[src/pkg/ebc_map.svh]
`ifndef EBC_MAP_SVH
`define EBC_MAP_SVH
// ----------------------------------------
// bus geometry
// ----------------------------------------
`define EBC_NUM_CS 4
`define EBC_CS_W 2
`define EBC_ADDR_W 24
`define EBC_DATA_W 16
`define EBC_CNT_W 6
`define EBC_PH_W 7
// ----------------------------------------
// timing: one phase time unit at the system clock
// ----------------------------------------
`define EBC_SYS_CLK_MHZ 40
`define EBC_PHASE_UNIT_NS 25
`define EBC_PHASE_UNIT_CYC ((`EBC_PHASE_UNIT_NS * `EBC_SYS_CLK_MHZ) / 1000)
// ----------------------------------------
// register offsets and reset values
// ----------------------------------------
`define EBC_AXI_AW 8
`define EBC_OFS_TCFG0 8'h00
`define EBC_TCFG_STRIDE 8'h04
`define EBC_OFS_CTRL 8'h10
`define EBC_OFS_STAT 8'h14
`define EBC_TCFG_RST 32'h00000000
`define EBC_CTRL_RST 32'h00000001
`define EBC_RESP_OKAY 2'h0
`define EBC_RESP_SLVERR 2'h2
// ----------------------------------------
// chip_select_timing_config fields, then the control word clock enable bit
// ----------------------------------------
`define EBC_F_AB 0
`define EBC_F_ABX 1
`define EBC_F_C 3
`define EBC_F_D 5
`define EBC_F_E 6
`define EBC_F_F 11
`define EBC_F_REN 13
`define EBC_F_RPOL 14
`define EBC_F_RASY 15
`define EBC_F_CLKEN 0
`endif

[src/pkg/ebc_pkg.sv]
`default_nettype none
`include "ebc_map.svh"
package ebc_pkg;
  typedef enum logic [2:0] {ST_IDLE, ST_AB, ST_C, ST_D, ST_E, ST_F} ebc_phase_t;
  typedef struct packed {
    logic ab;         // 0: one unit, 1: two units
    logic [1:0] abx;  // extra units on window change
    logic [1:0] c;
    logic d;
    logic [4:0] e;    // length minus one
    logic [1:0] f;
    logic ren;
    logic rpol;       // 1: ready active high
    logic rasy;
  } ebc_tcfg_t;

  // register word to timing fields
  function automatic ebc_tcfg_t ebc_decode(input logic [31:0] w);
    ebc_tcfg_t t;
    t.ab = w[`EBC_F_AB];
    t.abx = w[`EBC_F_ABX +: 2];
    t.c = w[`EBC_F_C +: 2];
    t.d = w[`EBC_F_D];
    t.e = w[`EBC_F_E +: 5];
    t.f = w[`EBC_F_F +: 2];
    t.ren = w[`EBC_F_REN];
    t.rpol = w[`EBC_F_RPOL];
    t.rasy = w[`EBC_F_RASY];
    return t;
  endfunction
endpackage
`default_nettype wire

[src/pkg/ebc_cfg_if.sv]
`timescale 1ns/1ps
`default_nettype none
`include "ebc_map.svh"
interface ebc_cfg_if;
  import ebc_pkg::*;
  ebc_tcfg_t tcfg [`EBC_NUM_CS];
  logic clkOutEn;
  logic busy;
  logic [`EBC_CS_W-1:0] curCs;
  modport regs (output tcfg, output clkOutEn, input busy, input curCs);
  modport core (input tcfg, input clkOutEn, output busy, output curCs);
endinterface
`default_nettype wire

[src/core/ebc_axi_regs.sv]
`timescale 1ns/1ps
`default_nettype none
`include "ebc_map.svh"
module ebc_axi_regs
  import ebc_pkg::*;
(
  // clock and reset
  input wire logic clock,
  input wire logic rst,
  input wire logic ce,
  // axi4-lite slave
  input wire logic awvalid,
  output logic awready,
  input wire logic [`EBC_AXI_AW-1:0] awaddr,
  input wire logic wvalid,
  output logic wready,
  input wire logic [31:0] wdata,
  input wire logic [3:0] wstrb,
  output logic bvalid,
  input wire logic bready,
  output logic [1:0] bresp,
  input wire logic arvalid,
  output logic arready,
  input wire logic [`EBC_AXI_AW-1:0] araddr,
  output logic rvalid,
  input wire logic rready,
  output logic [31:0] rdata,
  output logic [1:0] rresp,
  // towards the sequencer
  ebc_cfg_if.regs cfg
);
  logic [31:0] tcfgReg [`EBC_NUM_CS];
  logic [31:0] ctrlReg;
  logic awHeld, wHeld, doWr;
  logic [`EBC_AXI_AW-1:0] awAddrQ;
  logic [31:0] wDataQ;
  logic [3:0] wStrbQ;

  function automatic logic isMapped(input logic [`EBC_AXI_AW-1:0] a);
    return (a[1:0] == 2'h0) && (a < `EBC_OFS_CTRL || a == `EBC_OFS_CTRL || a == `EBC_OFS_STAT);
  endfunction

  function automatic logic [31:0] merge(input logic [31:0] old, input logic [31:0] d,
                                        input logic [3:0] s);
    logic [31:0] r;
    r = old;
    for (int b = 0; b < 4; b++) begin
      if (s[b]) r[8*b +: 8] = d[8*b +: 8];
    end
    return r;
  endfunction

  // address and data taken in either order, response after both
  assign awready = ce && !awHeld && !bvalid;
  assign wready = ce && !wHeld && !bvalid;
  assign arready = ce && !rvalid;
  assign doWr = ce && awHeld && wHeld && !bvalid;

  // -------------------------------------
  // write channel
  // -------------------------------------
  always_ff @(posedge clock or posedge rst) begin
    if (rst) begin
      awHeld <= 1'b0;
      wHeld <= 1'b0;
      awAddrQ <= '0;
      wDataQ <= '0;
      wStrbQ <= '0;
      bvalid <= 1'b0;
      bresp <= `EBC_RESP_OKAY;
    end else if (ce) begin
      if (awvalid && awready) begin
        awHeld <= 1'b1;
        awAddrQ <= awaddr;
      end
      if (wvalid && wready) begin
        wHeld <= 1'b1;
        wDataQ <= wdata;
        wStrbQ <= wstrb;
      end
      if (doWr) begin
        awHeld <= 1'b0;
        wHeld <= 1'b0;
        bvalid <= 1'b1;
        bresp <= isMapped(awAddrQ) ? `EBC_RESP_OKAY : `EBC_RESP_SLVERR;
      end else if (bvalid && bready) begin
        bvalid <= 1'b0;
      end
    end
  end

  // -------------------------------------
  // one timing word per chip select
  // -------------------------------------
  for (genvar i = 0; i < `EBC_NUM_CS; i++) begin : g_tcfg
    always_ff @(posedge clock or posedge rst) begin
      if (rst) begin
        tcfgReg[i] <= `EBC_TCFG_RST;
      end else if (ce && doWr &&
                   awAddrQ == `EBC_OFS_TCFG0 + `EBC_AXI_AW'(i) * `EBC_TCFG_STRIDE) begin
        tcfgReg[i] <= merge(tcfgReg[i], wDataQ, wStrbQ);
      end
    end
    assign cfg.tcfg[i] = ebc_decode(tcfgReg[i]);
  end

  // control word, clock output enable
  always_ff @(posedge clock or posedge rst) begin
    if (rst) begin
      ctrlReg <= `EBC_CTRL_RST;
    end else if (ce && doWr && awAddrQ == `EBC_OFS_CTRL) begin
      ctrlReg <= merge(ctrlReg, wDataQ, wStrbQ);
    end
  end
  assign cfg.clkOutEn = ctrlReg[`EBC_F_CLKEN];

  // -------------------------------------
  // read channel, answer one cycle after address
  // -------------------------------------
  always_ff @(posedge clock or posedge rst) begin
    if (rst) begin
      rvalid <= 1'b0;
      rdata <= '0;
      rresp <= `EBC_RESP_OKAY;
    end else if (ce) begin
      if (arvalid && arready) begin
        rvalid <= 1'b1;
        rresp <= isMapped(araddr) ? `EBC_RESP_OKAY : `EBC_RESP_SLVERR;
        if (araddr == `EBC_OFS_CTRL) rdata <= ctrlReg;
        else if (araddr == `EBC_OFS_STAT) rdata <= {29'h0, cfg.curCs, cfg.busy};
        else if (isMapped(araddr)) rdata <= tcfgReg[araddr[3:2]];
        else rdata <= '0;
      end else if (rvalid && rready) begin
        rvalid <= 1'b0;
      end
    end
  end
endmodule
`default_nettype wire

[src/core/ebc_bus_sequencer.sv]
`timescale 1ns/1ps
`default_nettype none
`include "ebc_map.svh"
module ebc_bus_sequencer
  import ebc_pkg::*;
(
  // clock, reset, enable
  input wire logic clock,
  input wire logic rst,
  input wire logic ce,
  // access request
  input wire logic reqValid,
  output logic reqReady,
  input wire logic reqWrite,
  input wire logic [`EBC_CS_W-1:0] reqCs,
  input wire logic [`EBC_ADDR_W-1:0] reqAddr,
  input wire logic [`EBC_DATA_W-1:0] reqWdata,
  output logic rspValid,
  output logic [`EBC_DATA_W-1:0] rspRdata,
  // axi4-lite register port
  input wire logic awvalid,
  output logic awready,
  input wire logic [`EBC_AXI_AW-1:0] awaddr,
  input wire logic wvalid,
  output logic wready,
  input wire logic [31:0] wdata,
  input wire logic [3:0] wstrb,
  output logic bvalid,
  input wire logic bready,
  output logic [1:0] bresp,
  input wire logic arvalid,
  output logic arready,
  input wire logic [`EBC_AXI_AW-1:0] araddr,
  output logic rvalid,
  input wire logic rready,
  output logic [31:0] rdata,
  output logic [1:0] rresp,
  // external bus pins
  output logic [`EBC_ADDR_W-1:0] busAddr,
  output logic [`EBC_NUM_CS-1:0] busCs_n,
  output logic busAle,
  output logic busRd_n,
  output logic busWr_n,
  output logic [`EBC_DATA_W-1:0] busDataOut,
  output logic busDataOe,
  input wire logic [`EBC_DATA_W-1:0] busDataIn,
  input wire logic busReadyIn,
  output logic busReferenceClockOut
);
  ebc_cfg_if cfg ();
  ebc_phase_t state, next_state;
  ebc_tcfg_t curCfg, selCfg;
  logic curWrite, csChanged, anyDone, rdyActive, accessDone;
  logic [`EBC_CS_W-1:0] curCs, lastCs;
  logic [`EBC_CNT_W-1:0] cnt, next_cnt;
  logic rdy1, rdy2, rdy3, rdySample;
  logic [`EBC_DATA_W-1:0] dIn1, dIn2;
  logic [`EBC_PH_W-1:0] phCycles;
  logic [`EBC_CNT_W-1:0] abTarget;

  ebc_axi_regs u_regs (
    .clock(clock), .rst(rst), .ce(ce),
    .awvalid(awvalid), .awready(awready), .awaddr(awaddr),
    .wvalid(wvalid), .wready(wready), .wdata(wdata), .wstrb(wstrb),
    .bvalid(bvalid), .bready(bready), .bresp(bresp),
    .arvalid(arvalid), .arready(arready), .araddr(araddr),
    .rvalid(rvalid), .rready(rready), .rdata(rdata), .rresp(rresp),
    .cfg(cfg.regs)
  );

  // --------------------------------------------
  // phase ordering and lengths
  // --------------------------------------------
  // first non-empty phase after p; empty phases are skipped
  function automatic ebc_phase_t after(input ebc_phase_t p, input ebc_tcfg_t t);
    ebc_phase_t n;
    n = ST_IDLE;
    unique case (p)
      ST_IDLE: n = ST_AB;
      ST_AB: n = (t.c != 2'h0) ? ST_C : (t.d ? ST_D : ST_E);
      ST_C: n = t.d ? ST_D : ST_E;
      ST_D: n = ST_E;
      ST_E: n = (t.f != 2'h0) ? ST_F : ST_IDLE;
      ST_F: n = ST_IDLE;
    endcase
    return n;
  endfunction

  // length in units of phase p, scaled to clock cycles
  function automatic logic [`EBC_CNT_W-1:0] units(input ebc_phase_t p, input ebc_tcfg_t t,
                                                  input logic ext);
    logic [`EBC_CNT_W-1:0] u;
    u = '0;
    unique case (p)
      ST_AB: u = `EBC_CNT_W'(t.ab) + `EBC_CNT_W'(1) + (ext ? `EBC_CNT_W'(t.abx) : '0);
      ST_C: u = `EBC_CNT_W'(t.c);
      ST_D: u = `EBC_CNT_W'(t.d);
      ST_E: u = `EBC_CNT_W'(t.e) + `EBC_CNT_W'(1);
      ST_F: u = `EBC_CNT_W'(t.f);
      ST_IDLE: u = '0;
    endcase
    return `EBC_CNT_W'(u * `EBC_PHASE_UNIT_CYC);
  endfunction

  // window change: other chip select than the previous access
  assign selCfg = (state == ST_IDLE) ? cfg.tcfg[reqCs] : curCfg;
  assign csChanged = (state == ST_IDLE) ? (!anyDone || reqCs != lastCs) : (curCs != lastCs);
  assign reqReady = ce && (state == ST_IDLE);

  // --------------------------------------------
  // ready synchroniser, extra stage when asynchronous
  // --------------------------------------------
  always_ff @(posedge clock or posedge rst) begin
    if (rst) begin
      rdy1 <= 1'b0;
      rdy2 <= 1'b0;
      rdy3 <= 1'b0;
      dIn1 <= '0;
      dIn2 <= '0;
    end else if (ce) begin
      rdy1 <= busReadyIn;
      rdy2 <= rdy1;
      rdy3 <= rdy2;
      dIn1 <= busDataIn;
      dIn2 <= dIn1;
    end
  end
  assign rdySample = curCfg.rasy ? rdy3 : rdy2;
  assign rdyActive = (rdySample == curCfg.rpol);
  // inactive sample holds access one more cycle, active ends it
  assign accessDone = (cnt == '0) && (!curCfg.ren || rdyActive);

  // --------------------------------------------
  // next phase
  // --------------------------------------------
  always_comb begin
    next_state = state;
    next_cnt = (cnt != '0) ? cnt - `EBC_CNT_W'(1) : cnt;
    unique case (state)
      ST_IDLE: if (reqValid) next_state = ST_AB;
      ST_AB, ST_C, ST_D, ST_F: if (cnt == '0) next_state = after(state, selCfg);
      ST_E: if (accessDone) next_state = after(state, selCfg);
    endcase
    if (next_state != state && next_state != ST_IDLE) begin
      next_cnt = units(next_state, selCfg, csChanged) - `EBC_CNT_W'(1);
    end
  end

  // sequencer state
  always_ff @(posedge clock or posedge rst) begin
    if (rst) begin
      state <= ST_IDLE;
      cnt <= '0;
    end else if (ce) begin
      state <= next_state;
      cnt <= next_cnt;
    end
  end

  // per-access context latched when the request is taken
  always_ff @(posedge clock or posedge rst) begin
    if (rst) begin
      curCfg <= '0;
      curCs <= '0;
      curWrite <= 1'b0;
      lastCs <= '0;
      anyDone <= 1'b0;
      abTarget <= '0;
    end else if (ce) begin
      if (state == ST_IDLE && reqValid) begin
        curCfg <= cfg.tcfg[reqCs];
        curCs <= reqCs;
        curWrite <= reqWrite;
        abTarget <= units(ST_AB, selCfg, csChanged);
      end
      if (state != ST_IDLE && next_state == ST_IDLE) begin
        lastCs <= curCs;
        anyDone <= 1'b1;
      end
    end
  end

  // --------------------------------------------
  // pins, registered from the coming phase
  // --------------------------------------------
  always_ff @(posedge clock or posedge rst) begin
    if (rst) begin
      busAddr <= '0;
      busDataOut <= '0;
      busCs_n <= '1;
      busAle <= 1'b0;
      busRd_n <= 1'b1;
      busWr_n <= 1'b1;
      busDataOe <= 1'b0;
    end else if (ce) begin
      if (state == ST_IDLE && reqValid) begin
        busAddr <= reqAddr;
        busDataOut <= reqWdata;
      end
      busCs_n <= '1;
      if (next_state != ST_IDLE) busCs_n[(state == ST_IDLE) ? reqCs : curCs] <= 1'b0;
      busAle <= (next_state == ST_AB);
      busRd_n <= !(next_state == ST_E && !((state == ST_IDLE) ? reqWrite : curWrite));
      busWr_n <= !(next_state == ST_E && curWrite);
      // data driven from write setup through hold; turnaround otherwise
      busDataOe <= curWrite && (next_state inside {ST_D, ST_E, ST_F});
    end
  end

  // read data captured on the edge that lifts the read strobe
  always_ff @(posedge clock or posedge rst) begin
    if (rst) begin
      rspRdata <= '0;
      rspValid <= 1'b0;
    end else if (ce) begin
      rspValid <= (state != ST_IDLE) && (next_state == ST_IDLE);
      if (state == ST_E && accessDone && !curWrite) rspRdata <= dIn2;
    end else begin
      rspValid <= 1'b0;
    end
  end

  // clock output follows the system clock; gate only while driver enabled
  assign busReferenceClockOut = clock & cfg.clkOutEn;
  assign cfg.busy = (state != ST_IDLE);
  assign cfg.curCs = curCs;

  // --------------------------------------------
  // checks
  // --------------------------------------------
  // cycles spent in the current phase, for the length checks
  always_ff @(posedge clock or posedge rst) begin
    if (rst) phCycles <= '0;
    else if (ce) phCycles <= (next_state != state) ? '0 : phCycles + `EBC_PH_W'(1);
  end

  AST_ORDER: assert property (@(posedge clock) disable iff (rst)
    ce && state != ST_E && next_state == ST_E |-> state inside {ST_AB, ST_C, ST_D})
    else $error("access entered out of order");
  AST_AB_LEN: assert property (@(posedge clock) disable iff (rst)
    ce && state == ST_AB && next_state != ST_AB |-> phCycles + `EBC_PH_W'(1) == `EBC_PH_W'(abTarget))
    else $error("address setup length wrong");
  AST_C_LEN: assert property (@(posedge clock) disable iff (rst)
    ce && state == ST_C && next_state != ST_C |-> phCycles + `EBC_PH_W'(1) == `EBC_PH_W'(curCfg.c))
    else $error("command delay length wrong");
  AST_D_LEN: assert property (@(posedge clock) disable iff (rst)
    ce && state == ST_D && next_state != ST_D |-> phCycles == '0 && curCfg.d)
    else $error("write setup length wrong");
  AST_F_LEN: assert property (@(posedge clock) disable iff (rst)
    ce && state == ST_F && next_state != ST_F |-> phCycles + `EBC_PH_W'(1) == `EBC_PH_W'(curCfg.f))
    else $error("hold length wrong");
  AST_E_MIN: assert property (@(posedge clock) disable iff (rst)
    ce && state == ST_E && next_state != ST_E |-> phCycles >= `EBC_PH_W'(curCfg.e))
    else $error("access phase too short");
  AST_RDY_WAIT: assert property (@(posedge clock) disable iff (rst)
    ce && state == ST_E && cnt == '0 && curCfg.ren && rdySample != curCfg.rpol
    |=> state == ST_E && !busRd_n == !curWrite)
    else $error("wait state not inserted");
  AST_RDY_END: assert property (@(posedge clock) disable iff (rst)
    ce && state == ST_E && cnt == '0 && curCfg.ren && rdySample == curCfg.rpol
    |=> state != ST_E && busRd_n && busWr_n)
    else $error("active ready did not end access");
  AST_RD_LATCH: assert property (@(posedge clock) disable iff (rst)
    ce && state == ST_E && next_state != ST_E && !curWrite |=> rspRdata == $past(dIn2) && busRd_n)
    else $error("read data not captured at strobe end");
endmodule
`default_nettype wire

[config.mk]
export PLATFORM = sky130hd
export DESIGN_NAME = ebc_bus_sequencer
export DESIGN_NICKNAME = d
export VERILOG_FILES = /design/src/pkg/ebc_pkg.sv /design/src/pkg/ebc_cfg_if.sv /design/src/core/ebc_axi_regs.sv /design/src/core/ebc_bus_sequencer.sv
export VERILOG_INCLUDE_DIRS = /design/src /design/src/pkg
export SDC_FILE = /design/constraint.sdc
export NUM_CORES = 1
export LEC_CHECK = 0
export BUFFER_PORTS_ARGS = -buffer_cell sky130_fd_sc_hd__clkbuf_2
export CAP_MARGIN = 20
export CORE_MARGIN = 8
export CORE_UTILIZATION = 32
export CTS_CLUSTER_SIZE = 20
export DETAILED_ROUTE_END_ITERATION = 12
export PLACE_DENSITY_LB_ADDON = 0.3
export SYNTH_ARGS = -nofsm -noshare
export SYNTH_HDL_FRONTEND = slang
export SYNTH_SLANG_ARGS = --single-unit
export TNS_END_PERCENT = 10
[constraint.sdc]
create_clock -name clock -period 25 [get_ports clock]
set_clock_uncertainty 0.05 [all_clocks]
set_input_delay 5 -clock clock [delete_from_list [all_inputs] [get_ports clock]]
set_output_delay 5 -clock clock [all_outputs]
set_load 0.02 [all_outputs]
==> results of run 1 <==
worst min-delay path by stage:
| stage | from | cells past startpoint | end | slack, ns |
|---|---|---|---|---|
| after detailed placement | u_regs.rdata[10] | 2 | u_regs.rdata[10] | 0.41 |
| after global placement | u_regs.rdata[21] | 2 | u_regs.rdata[21] | 0.40 |
| final | u_regs.rdata[11] | 2 | u_regs.rdata[11] | 0.41 |
| after global routing | u_regs.rdata[11] | 2 | u_regs.rdata[11] | 0.44 |
| after CTS | u_regs.rdata[11] | 2 | u_regs.rdata[11] | 0.42 |
| after floorplan | anyDone | 1 | anyDone | 0.38 |
synthesized netlist by cell type, drive strengths merged, types with 2 or more instances:
master,count
nor3b,3
or2,5
a21o,4
a31oi,3
a21oi,10
buf,23
dfrtp,366
nor3,19
mux4,49
nor2,44
mux2,320
o211ai,4
nor2b,5
mux2i,13
clkbuf,36
xor2,6
o2bb2ai,3
nand4b,2
o21a,4
nand2,117
nand3,9
dfstp,7
o32a,2
nand2b,5
nor4,3
a221oi,4
and3,3
a22oi,3
inv,11
o32ai,2
o221ai,3
o2111ai,3
ha,4
a21boi,2
and2,9
a211oi,3
o21ai,10
a211o,2
or3,4
o31ai,5
a32oi,29
tightest hold or removal path: cells and delay by family, from the launching register on:
kind / cells / cell delay, ns
simple gates: 2 / 0.10
flops: 1 / 0.34
flip-flops by register name, indices dropped and copies added (netlist names), 2 cells and up:
signal / cells
cfg.curCs: 2
busAddr: 24
state: 3
u_regs.ctrlReg: 32
rspRdata: 16
u_regs.tcfgReg: 64
u_regs.rdata: 32
curCfg: 16
u_regs.wStrbQ: 4
dIn2: 16
lastCs: 2
busCs_n: 4
busDataOut: 16
dIn1: 16
u_regs.awAddrQ: 8
cnt: 6
u_regs.cfg.tcfg: 64
u_regs.wDataQ: 32
area by class of cell:
type	instances	area (sq um)
clock buffer	73	1404
clock inverter	9	93.84
fill	4941	31170
inverter	11	48.80
multi-input combinational	730	6895
sequential	373	9343
tap	680	850.8
timing repair buffer	241	1286
power breakdown:
group	leakage [nW]	internal, mW	switching (mW)
Combinational	3.91	0.215	0.271
Clock	0.734	0.385	0.257
Sequential	4.89	0.734	0.115
kinds of logic (layout without fill, tap and decap cells):
| kind of cell | after synthesis | after routing | share of synthesized area |
|---|---|---|---|
| AO/OA/AOI/OAI | 104 | 104 | 0.05235 |
| XOR/XNOR | 7 | 7 | 0.003718 |
| adder cells (fa/ha/maj) | 4 | 4 | 0.003035 |
| buffers and inverters | 70 | 334 | 0.01707 |
| flip-flops | 373 | 373 | 0.5665 |
| multiplexers | 382 | 382 | 0.2933 |
| other | 1 | 2 | 0.0002274 |
| AND/OR/NAND/NOR | 231 | 231 | 0.06380 |
per-stage QoR:
stage	cells	setup slack [ns]	power (mW)	hold slack (ns)	cell area [sq um]
after detailed placement	2034	7.178	1.350	0.4091	18370
after global placement	2034	7.178	1.334	0.4008	18370
final	2117	6.886	1.976	0.4148	19920
after global routing	2117	6.873	2.092	0.4425	19920
after floorplan	1173	7.248	1.185	0.3846	16500
after CTS	2115	6.865	2.008	0.4216	19870
routing by layer:
layer	routed length, microns	GRT usage	part of all wire	vias up
met5	0	0	0	-
met2	20560	0.2365	0.48	251
met1	18800	0.1847	0.44	5497
li1	-	-	-	4778
met3	2022	0.02921	0.047	79
met4	1258	0.05906	0.030	0
==> metrics.csv, run 1 <==
stage,metric,value,unit
worst_setup_path,rr_worst_depth,13,
status,outcome,"finished, final reports clean",
clock_network,cts_resized,0,
yosys,synth_top_area_cell,dfrtp_1,
worst_setup_path,cpMostUsedCell,clkbuf_16,
yosys,synth_top_area_share,0.5553,
worst_setup_path,crit_path_start,clock,
yosys,synth.area.top_cells,"dfrtp_1 56%, mux2_2 22%, mux4_2 6.7%",
yosys,synthArstFlopShare,1.000,
floorplan,core,51090,sq um
finish,final_common_cell,dfrtp_1,
worst_setup_path,rr_startpoint,state[2],
timing,tightest_slew,1.027,ns
worst_setup_path,crit_buf_inv,3,
clock_network,cts_hold_buf,0,
min_path,hp-class,flip-flop to flip-flop,
worst_setup_path,crit_slowest_cell,and2_1,
detailed_routing,route.vias.total,10605,
yosys,synth_warnings,0,
worst_setup_path,worstSetupStartpointType,clock port,
detailed_routing,dr.first_iter.drc_count,541,
floorplan,die_w,243.0,microns
floorplan,ios,229,
global_routing,grt_overflow,0,
worst_setup_path,path_class,clock port to primary output,
timing,drv_slew,0,
worst_setup_path,cp.arrival,13.06,ns
finish,most-common-layout-cells,"366 x dfrtp_1, 320 x mux2_2, 226 x clkbuf_2",
yosys,avgSynthCellArea,14.07,sq um
finish,syn_to_final_growth,20.80,%
yosys,syn-cell-area,16490,sq um
worst_setup_path,path_depth,4,
clock_network,cts_tree,yes,
timing,tns,0,ns
worst_setup_path,path_cells,"clkbuf_16, clkbuf_16, and2_1, clkbuf_2",
yosys,synth_edf_count,0,
finish,layout-drive-gt1-share,0.4962,
timing,rsz0062_at_grt,no,
power_and_ir_drop,power_density,99.17,nW/um^2
placement,portBuffers,226,
worst_setup_path,cp.required,19.95,ns
finish,num-nets-final,1529,
detailed_routing,wire_per_inst,20.14,microns
yosys,ys_seq_area_frac,0.5665,
timing,relSlewSlack,0.3142,
run,drv_cap,0,
detailed_routing,first_pass_iters,5,
worst_setup_path,endpoint_kind,primary output,
floorplan,dieArea,59060,sq um
clock_network,clk_latency,0.69,ns
global_routing,track_usage,0.1442,
power_and_ir_drop,ir_worst_vdd,0.05309,mV
clock_network,clkTransAtPathRegs,0.06,ns
detailed_routing,final_antenna_net_count,0,
worst_setup_path,cpLargestDelayFamily,buffers and inverters,
global_routing,grt_pass1_vias,11384,
detailed_routing,wirelength,42640,microns
yosys,ys_types,70,
global_routing,antenna_found_initial,0,
floorplan,chipHeight,243.0,microns
yosys,ys.flop_type,dfrtp_1,
timing,hold_violations,0,
detailed_routing,via_per_inst,5.009,
clock_network,cts_setup_buffers,0,
worst_setup_path,worstSetupEndpoint,busReferenceClockOut,
finish,antennaDiodeCount,0,
worst_setup_path,cpPeakStageDelay,0.16,ns
worst_setup_path,crit_fanout,2,
detailed_routing,drcViolationCount,0,
finish,post-route-util,0.3899,
placement,dp.final_hpwl,28360,microns
floorplan,initial_core_util,0.3228,
worst_setup_path,reg2reg_to,cnt[4],
floorplan,rows,83,
global_routing,grt_max_degree,137,
timing,setup-violations-final,0,
placement,gp_congestion,0.8347,
yosys,synthCells,1172,
yosys,synth_seq_cells,373,
power_and_ir_drop,p_leak,9.528,nW
worst_setup_path,reg2reg_slack,21.06,ns
global_routing,grt_pass1_wl,67570,microns
Note: power is estimated with default switching activity, not from simulation.
==> inputs of run 2 (changes only) <==
Clock period 25 ns to 17 ns, I/O delays scaled along.
==> run 2 against run 1 <==
Against the previous run:
- global-route usage shrank 0.13 points
- combinational power up 46%
- sequential cell count did not move
- sequential share of layout area increased by 0.23 points
- critical path type unchanged
- critical endpoint unchanged
- largest power group unchanged
==> metrics.csv, run 2 (same netlist as run 1, synthesis figures left out) <==
stage,metric,value,unit,change
timing,setup-violations-final,0,,unchanged
power_and_ir_drop,power_density,146.3,nW/um^2,+47%
min_path,hp-class,flip-flop to flip-flop,,
placement,portBuffers,226,,unchanged
floorplan,die_w,243.0,microns,unchanged
power_and_ir_drop,ir_worst_vdd,0.07383,mV,+39%
worst_setup_path,reg2reg_slack,13.06,ns,-8.00 ns
global_routing,grt_max_degree,109,,-20%
detailed_routing,first_pass_iters,5,,unchanged
timing,hold_violations,0,,unchanged
power_and_ir_drop,p_leak,9.489,nW,-0.41%
detailed_routing,dr.first_iter.drc_count,494,,-8.7%
detailed_routing,wirelength,42150,microns,-1.2%
finish,antennaDiodeCount,0,,unchanged
floorplan,rows,83,,unchanged
detailed_routing,final_antenna_net_count,0,,unchanged
worst_setup_path,cpPeakStageDelay,0.16,ns,about the same
detailed_routing,wire_per_inst,19.94,microns,-1.0%
finish,most-common-layout-cells,"366 x dfrtp_1, 320 x mux2_2, 226 x clkbuf_2",,
clock_network,cts_hold_buf,0,,unchanged
worst_setup_path,crit_buf_inv,3,,unchanged
floorplan,core,51090,sq um,unchanged
timing,drv_slew,0,,unchanged
timing,relSlewSlack,0.2948,,-0.01938
finish,fillers,4955,,+0.28%
clock_network,clkTransAtPathRegs,0.05,ns,about the same
clock_network,clk_latency,0.67,ns,-0.02 ns
clock_network,cts_setup_buffers,0,,unchanged
worst_setup_path,cp.arrival,9.07,ns,-3.99 ns
global_routing,grtUsageMet3,0.03284,,+0.003624
worst_setup_path,crit_fanout,2,,unchanged
worst_setup_path,cpLargestDelayFamily,buffers and inverters,,
placement,dp.final_hpwl,28240,microns,-0.44%
worst_setup_path,path_cells,"clkbuf_16, clkbuf_16, and2_1, clkbuf_2",,
global_routing,grt_pass1_wl,67140,microns,-0.64%
placement,preCtsSetupSlack,4.778,ns,-2.400 ns
worst_setup_path,worstSetupStartpointType,clock port,,
finish,syn_to_final_growth,20.21,%,
finish,num-nets-final,1528,,-0.065%
finish,final_common_cell,dfrtp_1,,
timing,tns,0,ns,unchanged
worst_setup_path,endpoint_kind,primary output,,
status,outcome,"finished, final reports clean",,
floorplan,ios,229,,unchanged
floorplan,chipHeight,243.0,microns,unchanged
clock_network,cts_resized,0,,unchanged
detailed_routing,drcViolationCount,0,,unchanged
detailed_routing,via_per_inst,5.017,,+0.15%
clock_network,cts_tree,yes,,
placement,place_area,18370,sq um,unchanged
global_routing,met2_usage,0.2355,,-0.0009088
worst_setup_path,cpMostUsedCell,clkbuf_16,,
global_routing,grt_use_met1,0.1832,,-0.001475
worst_setup_path,path_class,clock port to primary output,,
timing,rsz0062_at_grt,no,,
timing,layout_setup_ws,4.479,ns,-2.406 ns
power_and_ir_drop,p_total,2.900,mW,+47%
detailed_routing,route.vias.total,10606,,+0.0094%
run,drv_cap,0,,unchanged
global_routing,busiest_layer,met2,,
floorplan,dieArea,59060,sq um,unchanged
floorplan,initial_core_util,0.3228,,unchanged
global_routing,grt_pass1_vias,11376,,-0.070%
global_routing,track_usage,0.1429,,-0.001304
global_routing,grt_overflow,0,,unchanged
worst_setup_path,cp.required,13.55,ns,-6.40 ns
worst_setup_path,crit_slowest_cell,and2_1,,
timing,tightest_slew,1.056,ns,+0.02900 ns
global_routing,antenna_found_initial,0,,unchanged
finish,layout-drive-gt1-share,0.4923,,-0.003843
finish,final_area,19830,sq um,-0.48%
placement,gp_congestion,0.8591,,+2.9%
timing,whs,0.4153,ns,+0.0005800 ns
==> run 2: cell types whose count changed in the layout (fill, tap and decap cells not counted), moves of 2 or more <==
| cell | change |
|---|---|
| clkinv_2 | +4 |
| buf_16 | -2 |
| bufinv_16 | +2 |
| clkbuf_16 | +2 |
| clkbuf_8 | -9 |
| clkbuf_1 | +4 |
==> run 2: tightest hold or removal path: cells and delay by family (launching register included) <==
| kind | cells | cell delay, ns |
|---|---|---|
| flip-flops | 1 | 0.34 |
| AND/OR/NAND/NOR | 2 | 0.10 |
==> run 2: worst paths after layout <==
path                             startpoint                    to  cells past startpoint
min reg2reg                u_regs.rdata[10]      u_regs.rdata[10]                      2
min                        u_regs.rdata[10]      u_regs.rdata[10]                      2
max in group asynchronous               rst     u_regs.wDataQ[16]                      5
min in group asynchronous               rst         u_regs.bvalid                      2
max                                   clock  busReferenceClockOut                      4
max reg2reg                        state[1]                cnt[4]                     16
==> run 2: per-layer routing <==
metal / vias up / part of all wire
li1: 4780 / -
met5: - / 0
met4: 0 / 0.027
met2: 272 / 0.49
met3: 77 / 0.054
met1: 5477 / 0.43
==> run 2: cell type report <==
type	count	area [sq um]	area share
Timing Repair Buffer	239	1231	0.06210
Tap cell	680	850.8	0.04292
Clock buffer	70	1345	0.06784
Clock inverter	11	111.4	0.005617
Multi-Input combinational cell	730	6895	0.3478
Inverter	11	48.80	0.002461
Sequential cell	373	9343	0.4713
==> run 2: per-stage QoR <==
step / util / std cells
floorplan: - / 1173
global placement: 0.3596 / 2034
detailed placement: 0.3596 / 2034
CTS: 0.3880 / 2114
global route: 0.3880 / 2114
finish: 0.3880 / 2114
==> run 2: power breakdown <==
group          switching (mW)  internal [mW]
Clock                   0.369          0.572
Combinational           0.395          0.315
Sequential              0.170           1.08
Total                   0.934           1.97
